**src/rtl/tcr_pkg.sv**
```systemverilog
// Purpose: Shared constants and types of the transceiver main configuration bank.
// Assumes: A five-bit register address and byte-wide registers.
// Notes: Register fields are carried as packed structs.
package tcr_pkg;

  localparam int unsigned ADDR_W = 5;
  typedef logic [ADDR_W-1:0] tcr_addr_t;

  // Address bounds of the register groups.
  localparam tcr_addr_t MAIN_LO = 5'h00;
  localparam tcr_addr_t MAIN_HI = 5'h0b;
  localparam tcr_addr_t IRQ_LO  = 5'h0c;
  localparam tcr_addr_t IRQ_HI  = 5'h0f;
  localparam tcr_addr_t RX_LO   = 5'h10;
  localparam tcr_addr_t RX_HI   = 5'h15;
  localparam tcr_addr_t SYNC_LO = 5'h16;
  localparam tcr_addr_t SYNC_HI = 5'h19;
  localparam tcr_addr_t TX_ADDR = 5'h1a;
  localparam tcr_addr_t OSC_ADDR = 5'h1b;
  localparam tcr_addr_t PKT_LO  = 5'h1c;
  localparam tcr_addr_t PKT_HI  = 5'h1e;

  // Register addresses held in this bank.
  localparam tcr_addr_t MODE_BAND_ADDR = 5'h00;
  localparam tcr_addr_t DATA_MOD_ADDR  = 5'h01;
  localparam tcr_addr_t FSK_DEV_ADDR   = 5'h02;
  localparam tcr_addr_t RATE_C_ADDR    = 5'h03;
  localparam tcr_addr_t RATE_D_ADDR    = 5'h04;
  localparam tcr_addr_t RAMP_LP_ADDR   = 5'h05;

  typedef enum logic [2:0] {
    GRP_MAIN = 3'h0,
    GRP_IRQ  = 3'h1,
    GRP_RX   = 3'h3,
    GRP_SYNC = 3'h2,
    GRP_TX   = 3'h6,
    GRP_OSC  = 3'h7,
    GRP_PKT  = 3'h5,
    GRP_NONE = 3'h4
  } tcr_group_t;

  // Operating state codes.
  localparam logic [2:0] MODE_SLEEP      = 3'h0;
  localparam logic [2:0] MODE_STANDBY    = 3'h1;
  localparam logic [2:0] MODE_SYNTH_ONLY = 3'h2;
  localparam logic [2:0] MODE_RECEIVE    = 3'h3;
  localparam logic [2:0] MODE_TRANSMIT   = 3'h4;

  typedef struct packed {
    logic [2:0] chip_mode;
    logic [2:0] band;
    logic [1:0] subband;
  } tcr_mode_band_t;

  typedef struct packed {
    logic [1:0] data_mode;
    logic [1:0] modulation_select;
    logic [1:0] slicer_threshold_method;
    logic [1:0] if_atten;
  } tcr_data_mod_t;

  typedef struct packed {
    logic [1:0] amp_ramp_time;
    logic       rx_low_power;
    logic [4:0] reserved;
  } tcr_ramp_lp_t;

  typedef struct packed {
    tcr_mode_band_t mode_band;
    tcr_data_mod_t  data_mod;
    logic [7:0]     fsk_deviation;
    logic [7:0]     rate_coeff_c;
    logic [7:0]     rate_coeff_d;
    tcr_ramp_lp_t   ramp_lp;
  } tcr_main_params_t;

  // Reset values.
  localparam logic [2:0] BAND_RST     = 3'h4;
  localparam logic [1:0] SUBBAND_RST  = 2'h0;
  localparam logic [1:0] DMODE_RST    = 2'h0;
  localparam logic [1:0] MOD_FSK      = 2'h2;
  localparam logic [1:0] SLICER_RST   = 2'h1;
  localparam logic [1:0] IF_ATTEN_RST = 2'h0;
  localparam logic [7:0] FSK_DEV_RST  = 8'h03;
  localparam logic [7:0] RATE_C_RST   = 8'h07;
  localparam logic [7:0] RATE_D_RST   = 8'h0f;
  localparam logic [1:0] RAMP_RST     = 2'h3;
  localparam logic       LOWPWR_RST   = 1'b0;
  localparam logic [4:0] RSVD_RST     = 5'h00;

  localparam tcr_main_params_t MAIN_PARAMS_RST = '{
    mode_band: '{MODE_STANDBY, BAND_RST, SUBBAND_RST},
    data_mod:  '{DMODE_RST, MOD_FSK, SLICER_RST, IF_ATTEN_RST},
    fsk_deviation: FSK_DEV_RST,
    rate_coeff_c:  RATE_C_RST,
    rate_coeff_d:  RATE_D_RST,
    ramp_lp: '{RAMP_RST, LOWPWR_RST, RSVD_RST}
  };

  // Serial frame layout: start, read flag, address, stop, then one data byte.
  localparam logic [4:0] HDR_LAST   = 5'h07;
  localparam logic [4:0] HDR_BITS   = 5'h08;
  localparam logic [4:0] FRAME_LAST = 5'h0f;
  localparam logic [4:0] FRAME_BITS = 5'h10;
  localparam int unsigned HDR_RW_BIT   = 6;
  localparam int unsigned HDR_ADDR_LSB = 1;

  typedef struct packed {
    logic       wr_valid;
    tcr_addr_t  addr;
    logic [7:0] wr_data;
  } tcr_port_req_t;

  typedef struct packed {
    logic [1:0] sck_sync;
    logic       sck_prev;
    logic [1:0] sel_n_sync;
    logic [1:0] mosi_sync;
    logic [4:0] bit_cnt;
    logic [7:0] shift_in;
    logic [7:0] shift_out;
    logic       hdr_read;
    tcr_port_req_t req;
    logic       miso;
    logic       miso_oe;
  } tcr_port_state_t;

  typedef struct packed {
    tcr_main_params_t regs;
    tcr_group_t       last_group;
  } tcr_main_state_t;

endpackage

```
**src/rtl/tcr_main_config_regs.sv**
```systemverilog
// Purpose: Main configuration register bank of the transceiver.
// Assumes: Registers are reached only through the serial configuration port.
// Notes: Only bytes 0 to 5 are held here; other addresses read as zero.
//
// What this block does
// - Decode addresses into main, interrupt, receiver, sync, transmit, oscillator, packet groups.
// - Byte 0 bits 7-5 select operating state; standby after reset.
// - Byte 0 bits 4-2 hold the band code; reset value 100.
// - Byte 0 bits 1-0 select the sub-band; reset value 00.
// - Byte 1 bits 7-6 select continuous, buffered or packet data handling.
// - Byte 1 bits 5-4 select modulation; FSK after reset, 11 reserved.
// - Byte 1 bits 3-2 select slicer threshold method; peak after reset.
// - Byte 1 bits 1-0 set IF attenuation; none after reset.
// - Byte 2 holds FSK deviation divider; reset value 3.
// - Byte 3 holds bit-rate coefficient C; reset value 7.
// - Byte 5 bits 7-6 select amplifier ramp time; 23 us after reset.
// - Byte 5 bit 5 enables receiver low power; disabled after reset.
`timescale 1ns/1ps
`default_nettype none
module tcr_main_config_regs (
  input  wire logic                  clk_sys,
  input  wire logic                  sys_rst,
  input  wire logic                  cfg_sck,
  input  wire logic                  cfg_sel_n,
  input  wire logic                  cfg_mosi,
  output logic                       cfg_miso,
  output logic                       cfg_miso_oe,
  output tcr_pkg::tcr_main_params_t  main_params,
  output tcr_pkg::tcr_group_t        access_group
);
  import tcr_pkg::*;

  tcr_main_state_t q, d;
  tcr_port_req_t   req;
  logic [7:0]      rd_data;

  function automatic tcr_group_t group_of(input tcr_addr_t a);
    if (a <= MAIN_HI) begin
      return GRP_MAIN;
    end else if (a >= IRQ_LO && a <= IRQ_HI) begin
      return GRP_IRQ;
    end else if (a >= RX_LO && a <= RX_HI) begin
      return GRP_RX;
    end else if (a >= SYNC_LO && a <= SYNC_HI) begin
      return GRP_SYNC;
    end else if (a == TX_ADDR) begin
      return GRP_TX;
    end else if (a == OSC_ADDR) begin
      return GRP_OSC;
    end else if (a >= PKT_LO && a <= PKT_HI) begin
      return GRP_PKT;
    end
    return GRP_NONE;
  endfunction

  function automatic logic [7:0] read_byte(input tcr_main_params_t r, input tcr_addr_t a);
    if (group_of(a) != GRP_MAIN) begin
      return 8'h00;
    end
    case (a)
      MODE_BAND_ADDR: return r.mode_band;
      DATA_MOD_ADDR:  return r.data_mod;
      FSK_DEV_ADDR:   return r.fsk_deviation;
      RATE_C_ADDR:    return r.rate_coeff_c;
      RATE_D_ADDR:    return r.rate_coeff_d;
      RAMP_LP_ADDR:   return {r.ramp_lp.amp_ramp_time, r.ramp_lp.rx_low_power, RSVD_RST};
      default:        return 8'h00;
    endcase
  endfunction

  tcr_serial_port u_port (
    .clk_sys   (clk_sys),
    .sys_rst   (sys_rst),
    .cfg_sck   (cfg_sck),
    .cfg_sel_n (cfg_sel_n),
    .cfg_mosi  (cfg_mosi),
    .rd_data   (rd_data),
    .req       (req),
    .miso      (cfg_miso),
    .miso_oe   (cfg_miso_oe)
  );

  assign rd_data = read_byte(q.regs, req.addr);

  always_comb begin
    d = q;
    if (req.wr_valid) begin
      d.last_group = group_of(req.addr);
      if (group_of(req.addr) == GRP_MAIN) begin
        case (req.addr)
          MODE_BAND_ADDR: d.regs.mode_band = req.wr_data;
          DATA_MOD_ADDR:  d.regs.data_mod = req.wr_data;
          FSK_DEV_ADDR:   d.regs.fsk_deviation = req.wr_data;
          RATE_C_ADDR:    d.regs.rate_coeff_c = req.wr_data;
          RATE_D_ADDR:    d.regs.rate_coeff_d = req.wr_data;
          RAMP_LP_ADDR: begin
            d.regs.ramp_lp.amp_ramp_time = req.wr_data[7:6];
            d.regs.ramp_lp.rx_low_power  = req.wr_data[5];
          end
          default: d.regs = q.regs;
        endcase
      end
    end
  end

  always_ff @(posedge clk_sys) begin
    if (sys_rst) begin
      q.regs       <= MAIN_PARAMS_RST;
      q.last_group <= GRP_NONE;
    end else begin
      q <= d;
    end
  end

  assign main_params  = q.regs;
  assign access_group = q.last_group;
endmodule
`default_nettype wire

```
**src/rtl/tcr_serial_port.sv**
```systemverilog
// Purpose: Serial configuration port that turns pin frames into register requests.
// Assumes: Pins are asynchronous to clk_sys and far slower than it.
// Notes: One byte per frame; extra clocks after the data byte are ignored.
`timescale 1ns/1ps
`default_nettype none
module tcr_serial_port (
  input  wire logic               clk_sys,
  input  wire logic               sys_rst,
  input  wire logic               cfg_sck,
  input  wire logic               cfg_sel_n,
  input  wire logic               cfg_mosi,
  input  wire logic [7:0]         rd_data,
  output tcr_pkg::tcr_port_req_t  req,
  output logic                    miso,
  output logic                    miso_oe
);
  import tcr_pkg::*;

  tcr_port_state_t q, d;
  logic            sck_rise;
  logic            sck_fall;

  assign sck_rise = q.sck_sync[1] & ~q.sck_prev;
  assign sck_fall = ~q.sck_sync[1] & q.sck_prev;

  always_comb begin
    d              = q;
    d.sck_sync     = {q.sck_sync[0], cfg_sck};
    d.sel_n_sync   = {q.sel_n_sync[0], cfg_sel_n};
    d.mosi_sync    = {q.mosi_sync[0], cfg_mosi};
    d.sck_prev     = q.sck_sync[1];
    d.req.wr_valid = 1'b0;
    if (q.sel_n_sync[1]) begin
      d.bit_cnt  = '0;
      d.hdr_read = 1'b0;
      d.miso     = 1'b0;
      d.miso_oe  = 1'b0;
    end else if (sck_rise && q.bit_cnt != FRAME_BITS) begin
      d.shift_in = {q.shift_in[6:0], q.mosi_sync[1]};
      d.bit_cnt  = q.bit_cnt + 5'h01;
      if (q.bit_cnt == HDR_LAST) begin
        d.hdr_read = d.shift_in[HDR_RW_BIT];
        d.req.addr = d.shift_in[HDR_ADDR_LSB +: ADDR_W];
      end
      if (q.bit_cnt == FRAME_LAST && !q.hdr_read) begin
        d.req.wr_valid = 1'b1;
        d.req.wr_data  = d.shift_in;
      end
    end else if (sck_fall && q.hdr_read && q.bit_cnt >= HDR_BITS && q.bit_cnt < FRAME_BITS) begin
      if (q.bit_cnt == HDR_BITS) begin
        d.miso      = rd_data[7];
        d.shift_out = {rd_data[6:0], 1'b0};
        d.miso_oe   = 1'b1;
      end else begin
        d.miso      = q.shift_out[7];
        d.shift_out = {q.shift_out[6:0], 1'b0};
      end
    end
  end

  always_ff @(posedge clk_sys) begin
    if (sys_rst) begin
      q <= '0;
      q.sck_sync   <= 2'h0;
      q.sel_n_sync <= 2'h3;
      q.sck_prev   <= 1'b0;
    end else begin
      q <= d;
    end
  end

  assign req     = q.req;
  assign miso    = q.miso;
  assign miso_oe = q.miso_oe;
endmodule
`default_nettype wire

```
**config.mk**
```make
export PLATFORM = sky130hd
export DESIGN_NAME = tcr_main_config_regs
export DESIGN_NICKNAME = d
export VERILOG_FILES = /design/src/rtl/tcr_pkg.sv /design/src/rtl/tcr_main_config_regs.sv /design/src/rtl/tcr_serial_port.sv
export SDC_FILE = /design/constraint.sdc
export NUM_CORES = 1
export LEC_CHECK = 0
export CAP_MARGIN = 20
export CORE_ASPECT_RATIO = 1.2
export CORE_MARGIN = 3
export CORE_UTILIZATION = 51
export DETAILED_ROUTE_END_ITERATION = 7
export DONT_BUFFER_PORTS = 1
export PLACE_DENSITY_LB_ADDON = 0.15
export SETUP_SLACK_MARGIN = 0.2
export SLEW_MARGIN = 20
export SYNTH_ARGS = -nofsm -noshare
export SYNTH_HDL_FRONTEND = slang
export SYNTH_HIERARCHICAL = 1
export SYNTH_SLANG_ARGS = --single-unit
```
**constraint.sdc**
```tcl
create_clock -name clk_sys -period 2.3 [get_ports clk_sys]
set_input_delay 0.23 -clock clk_sys [delete_from_list [all_inputs] [get_ports clk_sys]]
set_output_delay 0.23 -clock clk_sys [all_outputs]
set_load 0.03 [all_outputs]
```
* Word level (Yosys, flattened, before mapping) *
Index checks and enable logic that the tools add are counted.

cells by class
  reduce and logical (&&, ||, !) cells = 28
  muxes and demuxes = 25
  bitwise gates (word level) = 6
  magnitude comparators = 11
  add/sub/neg operators = 1
  eq/ne operators = 11

operator list
  cell                                                                              count
  8-bit case mux with 6 select lines                                                1
  3-bit two-way mux                                                                 10
  3-bit AND reduction                                                               10
  8-bit two-way mux                                                                 3
  5-bit by 3-bit equality test with 1-bit output, second input constant             3
  5-bit >= comparator, second input constant                                        3
  5-bit less-or-equal comparator, second input constant                             3
  1-bit two-way mux                                                                 11
  5-bit by 2-bit equality test with 1-bit output, second input constant             2
  5-bit by 4-bit equality test with 1-bit output, second input constant             2
  5-bit equality test, second input constant                                        2
  5-bit by 4-bit >= comparator with 1-bit output, second input constant             2
  5-bit by 4-bit less-or-equal comparator with 1-bit output, second input constant  2
  1-bit logical AND                                                                 9
  2-bit AND reduction                                                               3
  5-bit by 1-bit adder with 5-bit output, second input constant                     1
  5-bit by 1-bit equality test with 1-bit output, second input constant             1
  5-bit zero test                                                                   1
  5-bit less-than comparator, second input constant                                 1
  5-bit inequality test, second input constant                                      1
  1-bit inverter                                                                    4
  3-bit zero test                                                                   1
  3-bit nonzero test                                                                1
  3-bit OR reduction                                                                1
  3 further kinds                                                                   4

storage, ports and cells
  word-level logic and storage cells = 108
  register bits after elaboration = 90

* Longest topological paths before layout *
  word-level depth = 14
  gate-level depth with buffers = 8
  depth with buffers taken out = 6

* Modules after synthesis *
Netlist, hierarchy kept.

modules (own cells, without submodules)
  module                area each (um^2)  instances  sequential area each (um^2)  cells an instance
  tcr_main_config_regs  2379.8            1          920.9                        273
  tcr_serial_port       1959.4            1          860.8                        204

* Least setup slack after synthesis *
Ideal clock, no wire load.

  path type = reg-to-reg
  from = reg u_port.q (netlist bit u_port/req[12])
  to = reg u_port.q (netlist bit u_port/miso)
  stages on the path, launching flop included = 8
  path slack = 0.628 ns
  path buffers = 3
  arrival = 1.586 ns
  data required time = 2.214 ns
  path through = dfxtp_1 buf_4 buf_6 nor4b_4 buf_6 a32o_1 mux2i_1 a211oi_1

between the ends
  word-level cells in the longest chain between the ends = 14

ends and longest elaborated chain
  element                                                                RTL line                    source
  start, declared                                                        tcr_serial_port.sv:19       tcr_port_state_t q, d;
  5-bit >= comparator or 5-bit less-or-equal comparator (tied branches)  tcr_main_config_regs.sv:50  end else if (a >= PKT_LO && a <= PKT_HI) begin
  1-bit logical AND                                                      tcr_main_config_regs.sv:50
  1-bit two-way mux                                                      tcr_main_config_regs.sv:50
  1-bit two-way mux                                                      tcr_main_config_regs.sv:48  end else if (a == OSC_ADDR) begin
  1-bit two-way mux                                                      tcr_main_config_regs.sv:46  end else if (a == TX_ADDR) begin
  1-bit two-way mux                                                      tcr_main_config_regs.sv:44  end else if (a >= SYNC_LO && a <= SYNC_HI) begin
  1-bit two-way mux                                                      tcr_main_config_regs.sv:42  end else if (a >= RX_LO && a <= RX_HI) begin
  1-bit two-way mux                                                      tcr_main_config_regs.sv:40  end else if (a >= IRQ_LO && a <= IRQ_HI) begin
  1-bit two-way mux                                                      tcr_main_config_regs.sv:38  if (a <= MAIN_HI) begin
  3-bit two-way mux                                                      tcr_main_config_regs.sv:53  return GRP_NONE;
  3-bit nonzero test                                                     tcr_main_config_regs.sv:57  if (group_of(a) != GRP_MAIN) begin
  1-bit two-way mux                                                      tcr_main_config_regs.sv:57
  8-bit two-way mux *                                                    tcr_main_config_regs.sv:60  case (a)
  named net rd_data[7]                                                   tcr_main_config_regs.sv:35  logic [7:0] rd_data;
  1-bit two-way mux *                                                    tcr_serial_port.sv:50       if (q.bit_cnt == HDR_BITS) begin

The timed path passes the listed nets; every way through them passes the cells marked *.
A chain may end at the register's enable or synchronous reset.

* Worst setup path in the final report *
  from = reg u_port.q (netlist bit u_port/req[9])
  to = reg q (netlist bit main_params[39])

between the ends
  word-level cells in the longest chain between the ends = 14

ends and longest elaborated chain
  element                                                                RTL line                    source
  5-bit >= comparator or 5-bit less-or-equal comparator (tied branches)  tcr_main_config_regs.sv:50
  1-bit logical AND                                                      tcr_main_config_regs.sv:50
  1-bit two-way mux                                                      tcr_main_config_regs.sv:50
  1-bit two-way mux                                                      tcr_main_config_regs.sv:48
  1-bit two-way mux                                                      tcr_main_config_regs.sv:46
  1-bit two-way mux                                                      tcr_main_config_regs.sv:44
  1-bit two-way mux                                                      tcr_main_config_regs.sv:42
  1-bit two-way mux                                                      tcr_main_config_regs.sv:40
  1-bit two-way mux                                                      tcr_main_config_regs.sv:38
  1-bit two-way mux                                                      tcr_main_config_regs.sv:87  if (req.wr_valid) begin
  3-bit two-way mux                                                      tcr_main_config_regs.sv:53
  3-bit two-way mux                                                      tcr_main_config_regs.sv:87
  3-bit zero test                                                        tcr_main_config_regs.sv:89  if (group_of(req.addr) == GRP_MAIN) begin
  3-bit AND reduction (no line) *                                        --
  end, declared                                                          tcr_main_config_regs.sv:33  tcr_main_state_t q, d;

Mark *: on every way between the ends. The rest lies on a longest branch, timed or not. The select of a mux whose other input is x is not followed.

==> summary.md <==
| Metric | Value |
|---|---|
| Final min period | `1950 ps` |
| Top cells by area, synth | `dfxtp_1 (41%), a21oi_1 (6.2%), mux2i_1 (4.6%)` |
| Yosys reg bits | `89` |
| Cts bufs inserted | `9` |
| Asr flop ratio synth | `0%` |
| Final hold slack | `54.6 ps` |
| Setup bufs post-CTS | `0` |
| Largest net degree at the start of global routing | `68` |
| CTS root buf | `clkbuf_8` |
| Setup TNS | `0 ps` |
| Top_reg_cell synth | `dfxtp_1` |
| Synth Area in Compound Gates | `between 10% and 20%` |
| Synthesized cell area | `~0.0043 mm²` |
| Status | `finished clean` |
| Vias | `between 3000 and 4000` |
| Worst EP arrival | `about 2200 ps` |
| Max_cap viols | `0` |
| WL final | `10700 µm` |
| Final Slew Violations | `0` |
| Tot Pwr | `around 2.6 mW` |
| Leading area contributor after synthesis | `dfxtp_1` |
| Most common cell after layout, fill and taps aside | `dfxtp_1` |
| Post-synth EDFFs | `0` |
| Die H | `between 100 and 150 µm` |
| Max Root-Sink Buffers | `2` |
| Critical path fanouts, max | `16` |
| Vias/cell | `~6.0` |
| Largest family of logic cells by synthesized area | `simple AND/OR/NAND/NOR gates` |
| PortBufs | `0` |
| First-pass GRT wire length | `17100 µm` |
| Inst Count DP | `552` |
| DR iter-0 viols | `181` |
| Critical setup path kind | `flip-flop to flip-flop` |
| Vias in the first global route | `approximately 3200` |
| I/O pin cnt | `between 50 and 60` |
| Final hold violation count | `0` |
| Simple logic cell fraction of the synthesized area | `22.3%` |
| Clock Latency Late Sink | `360 ps` |
| Congestion Overflow GR | `0` |
| Post-synthesis mux area share | `just over 8%` |
| Core area | `0.00820 mm²` |
| Clock skew | `10.9 ps` |
| Final period util | `84.9%` |
| Total iterations of the first detailed-routing run | `4` |
| Synth Instances | `477` |
| Antenna-violating nets left | `0` |
| Final layout net count | `approximately 460` |
| Synth Warn # | `6` |
| Adder-Cell Fraction of Synth Area | `0.865%` |
| Hold WC Path Type | `input port to flip-flop` |
| Die Wd | `90.2 µm` |
| Post-Place Worst Slack | `roughly 400 ps` |
| Critical Path RT | `2530 ps` |
| Layout cells sized above 1 | `13.1%` |
| Worst path max stage delay | `760 ps` |
| H-tree depth | `3` |
| PwrDens | `571 mW/mm²` |
| Cell Count, Final, Fillers Out | `572` |
| Most frequent cells in the layout | `dfxtp_1 (89), a21oi_1 (54), nand3_1 (40)` |
| Max Clock Freq | `approximately 510 MHz` |
| XOR/XNOR Fraction of Synth Area | `0%` |
| Number of distinct library cells after synthesis | `58` |
| Synth top area share | `41.1%` |
| Avg Inst Size Synth | `around 9.1 µm²` |
| RSZ-0062 raised after global routing | `no` |
| Number of remaining DRC errors | `0` |
| Worst Tran Pin Value | `630 ps` |
| GP Congestion | `~0.84` |
| Antenna fix cells | `0` |
| Setup crit start kind | `flip-flop` |
| CTS tree | `yes` |
| Slowest CP cell | `or4_1` |
| CP endpoint kind | `flip-flop` |
| Seq/Total Area, Yosys | `41.1%` |
| Num rows | `36` |
| Crit path cell chain | `buf_4 > or4_1 > o21ai_0 > a21oi_1` |
| Initial core utilization | `52.9%` |
| Clk pin slew, worst setup/hold paths | `90 ps` |
| Total Die Area | `just under 0.01 mm²` |
| Drt wl/cell | `18.6 µm` |
| # fillers | `between 800 and 900` |
| Total track usage | `22.3%` |
| Initial antenna violation count | `0` |
| Pleak | `about 1.5 nW` |
| Finish-stage setup viols | `0` |
| Slew Limit Headroom | `58.0%` |
| HPWL Detailed | `approximately 7400 µm` |
| Area grow syn2layout | `3.75%` |
| Max rail drop VDD | `~0.30 mV` |
| Total clock sinks | `89` |
| Final worst setup slack | `around 350 ps` |
-- power by group --
group,total [mW],internal (mW),switching (mW),leakage (nW)
Clock,0.963,0.423,0.540,0.0826
Combinational,0.0571,0.0206,0.0365,0.746
Sequential,1.55,1.54,0.00409,0.719
Total,2.57,1.99,0.581,1.55
-- metal layers --
metal	wire, µm	global-route usage [%]	up-vias
met4	278	10.3	0
met5	0	0	-
met1	4470	26.9	1637
met3	679	5.05	22
li1	-	-	1658
met2	5240	37.7	112
-- state kept, by name (all words and copies together) (netlist names) --
register        count
u_port/d            4
main_params        43
u_port/miso         1
u_port/miso_oe      1
access_group        3
u_port/q           23
u_port/req         14
-- timing repair --
item | CTS | global route
setup endpoints to repair | 0 | 1
hold buffers | 4 | 0
hold endpoints to repair | 67 | 0
resized for setup | 0 | 1
-- Yosys cell counts, drive strengths merged, types with 4 or more instances --
library cell  count
a211o            15
a22oi             7
clkbuf           20
and3             17
o21ai            44
dfxtp            89
nand2b           23
nor2              4
mux2i            20
mux2              8
a211oi            7
nand2            17
nor3              4
inv               7
nand3            40
a21oi            54
nor2b             8
buf              38
and3b            10
-- final cells by class --
cell class | count | area, µm² | share of cell area, %
Timing Repair Buffer | 19 | 170 | 3.78
Multi-Input combinational cell | 327 | 2210 | 49.0
Clock inverter | 4 | 28.8 | 0.639
Inverter | 7 | 26.3 | 0.584
Sequential cell | 89 | 1780 | 39.6
Tap cell | 114 | 143 | 3.17
Clock buffer | 12 | 145 | 3.22
-- kinds of logic after synthesis --
logic type / after synthesis
adders and majority gates: 3
and+or+nand+nor: 151
DFF: 89
other: 1
muxes: 31
buffers and inverters: 65
AOI/OAI and AO/OA: 137
-- through the flow --
step                area, µm²  util [%]
finish                   4500      54.9
global route             4500      54.9
CTS                      4500      54.9
detailed placement       4270      52.0
global placement         4270      52.0
floorplan                4350         -
-- critical path, delay by kind of cell, from the launching register on --
kind	cells	cell delay, ps
simple gates	1	760
flops	1	480
compound gates	2	340
buf+inv	1	260
-- worst paths after layout --
kind                               from                            to  slack (ps)  cells after the start
min                             sys_rst    u_port/req[4]$_SDFFE_PP0P_          50                      2
max          u_port/req[9]$_SDFFE_PP0P_  main_params[39]$_SDFFE_PP0P_         350                      4
max reg2reg  u_port/req[9]$_SDFFE_PP0P_  main_params[39]$_SDFFE_PP0P_         350                      4
min reg2reg     u_port/d[41]$_SDFF_PP1_       u_port/q[41]$_SDFF_PP1_         420                      1
No activity file was read; power rests on OpenSTA's default activity.
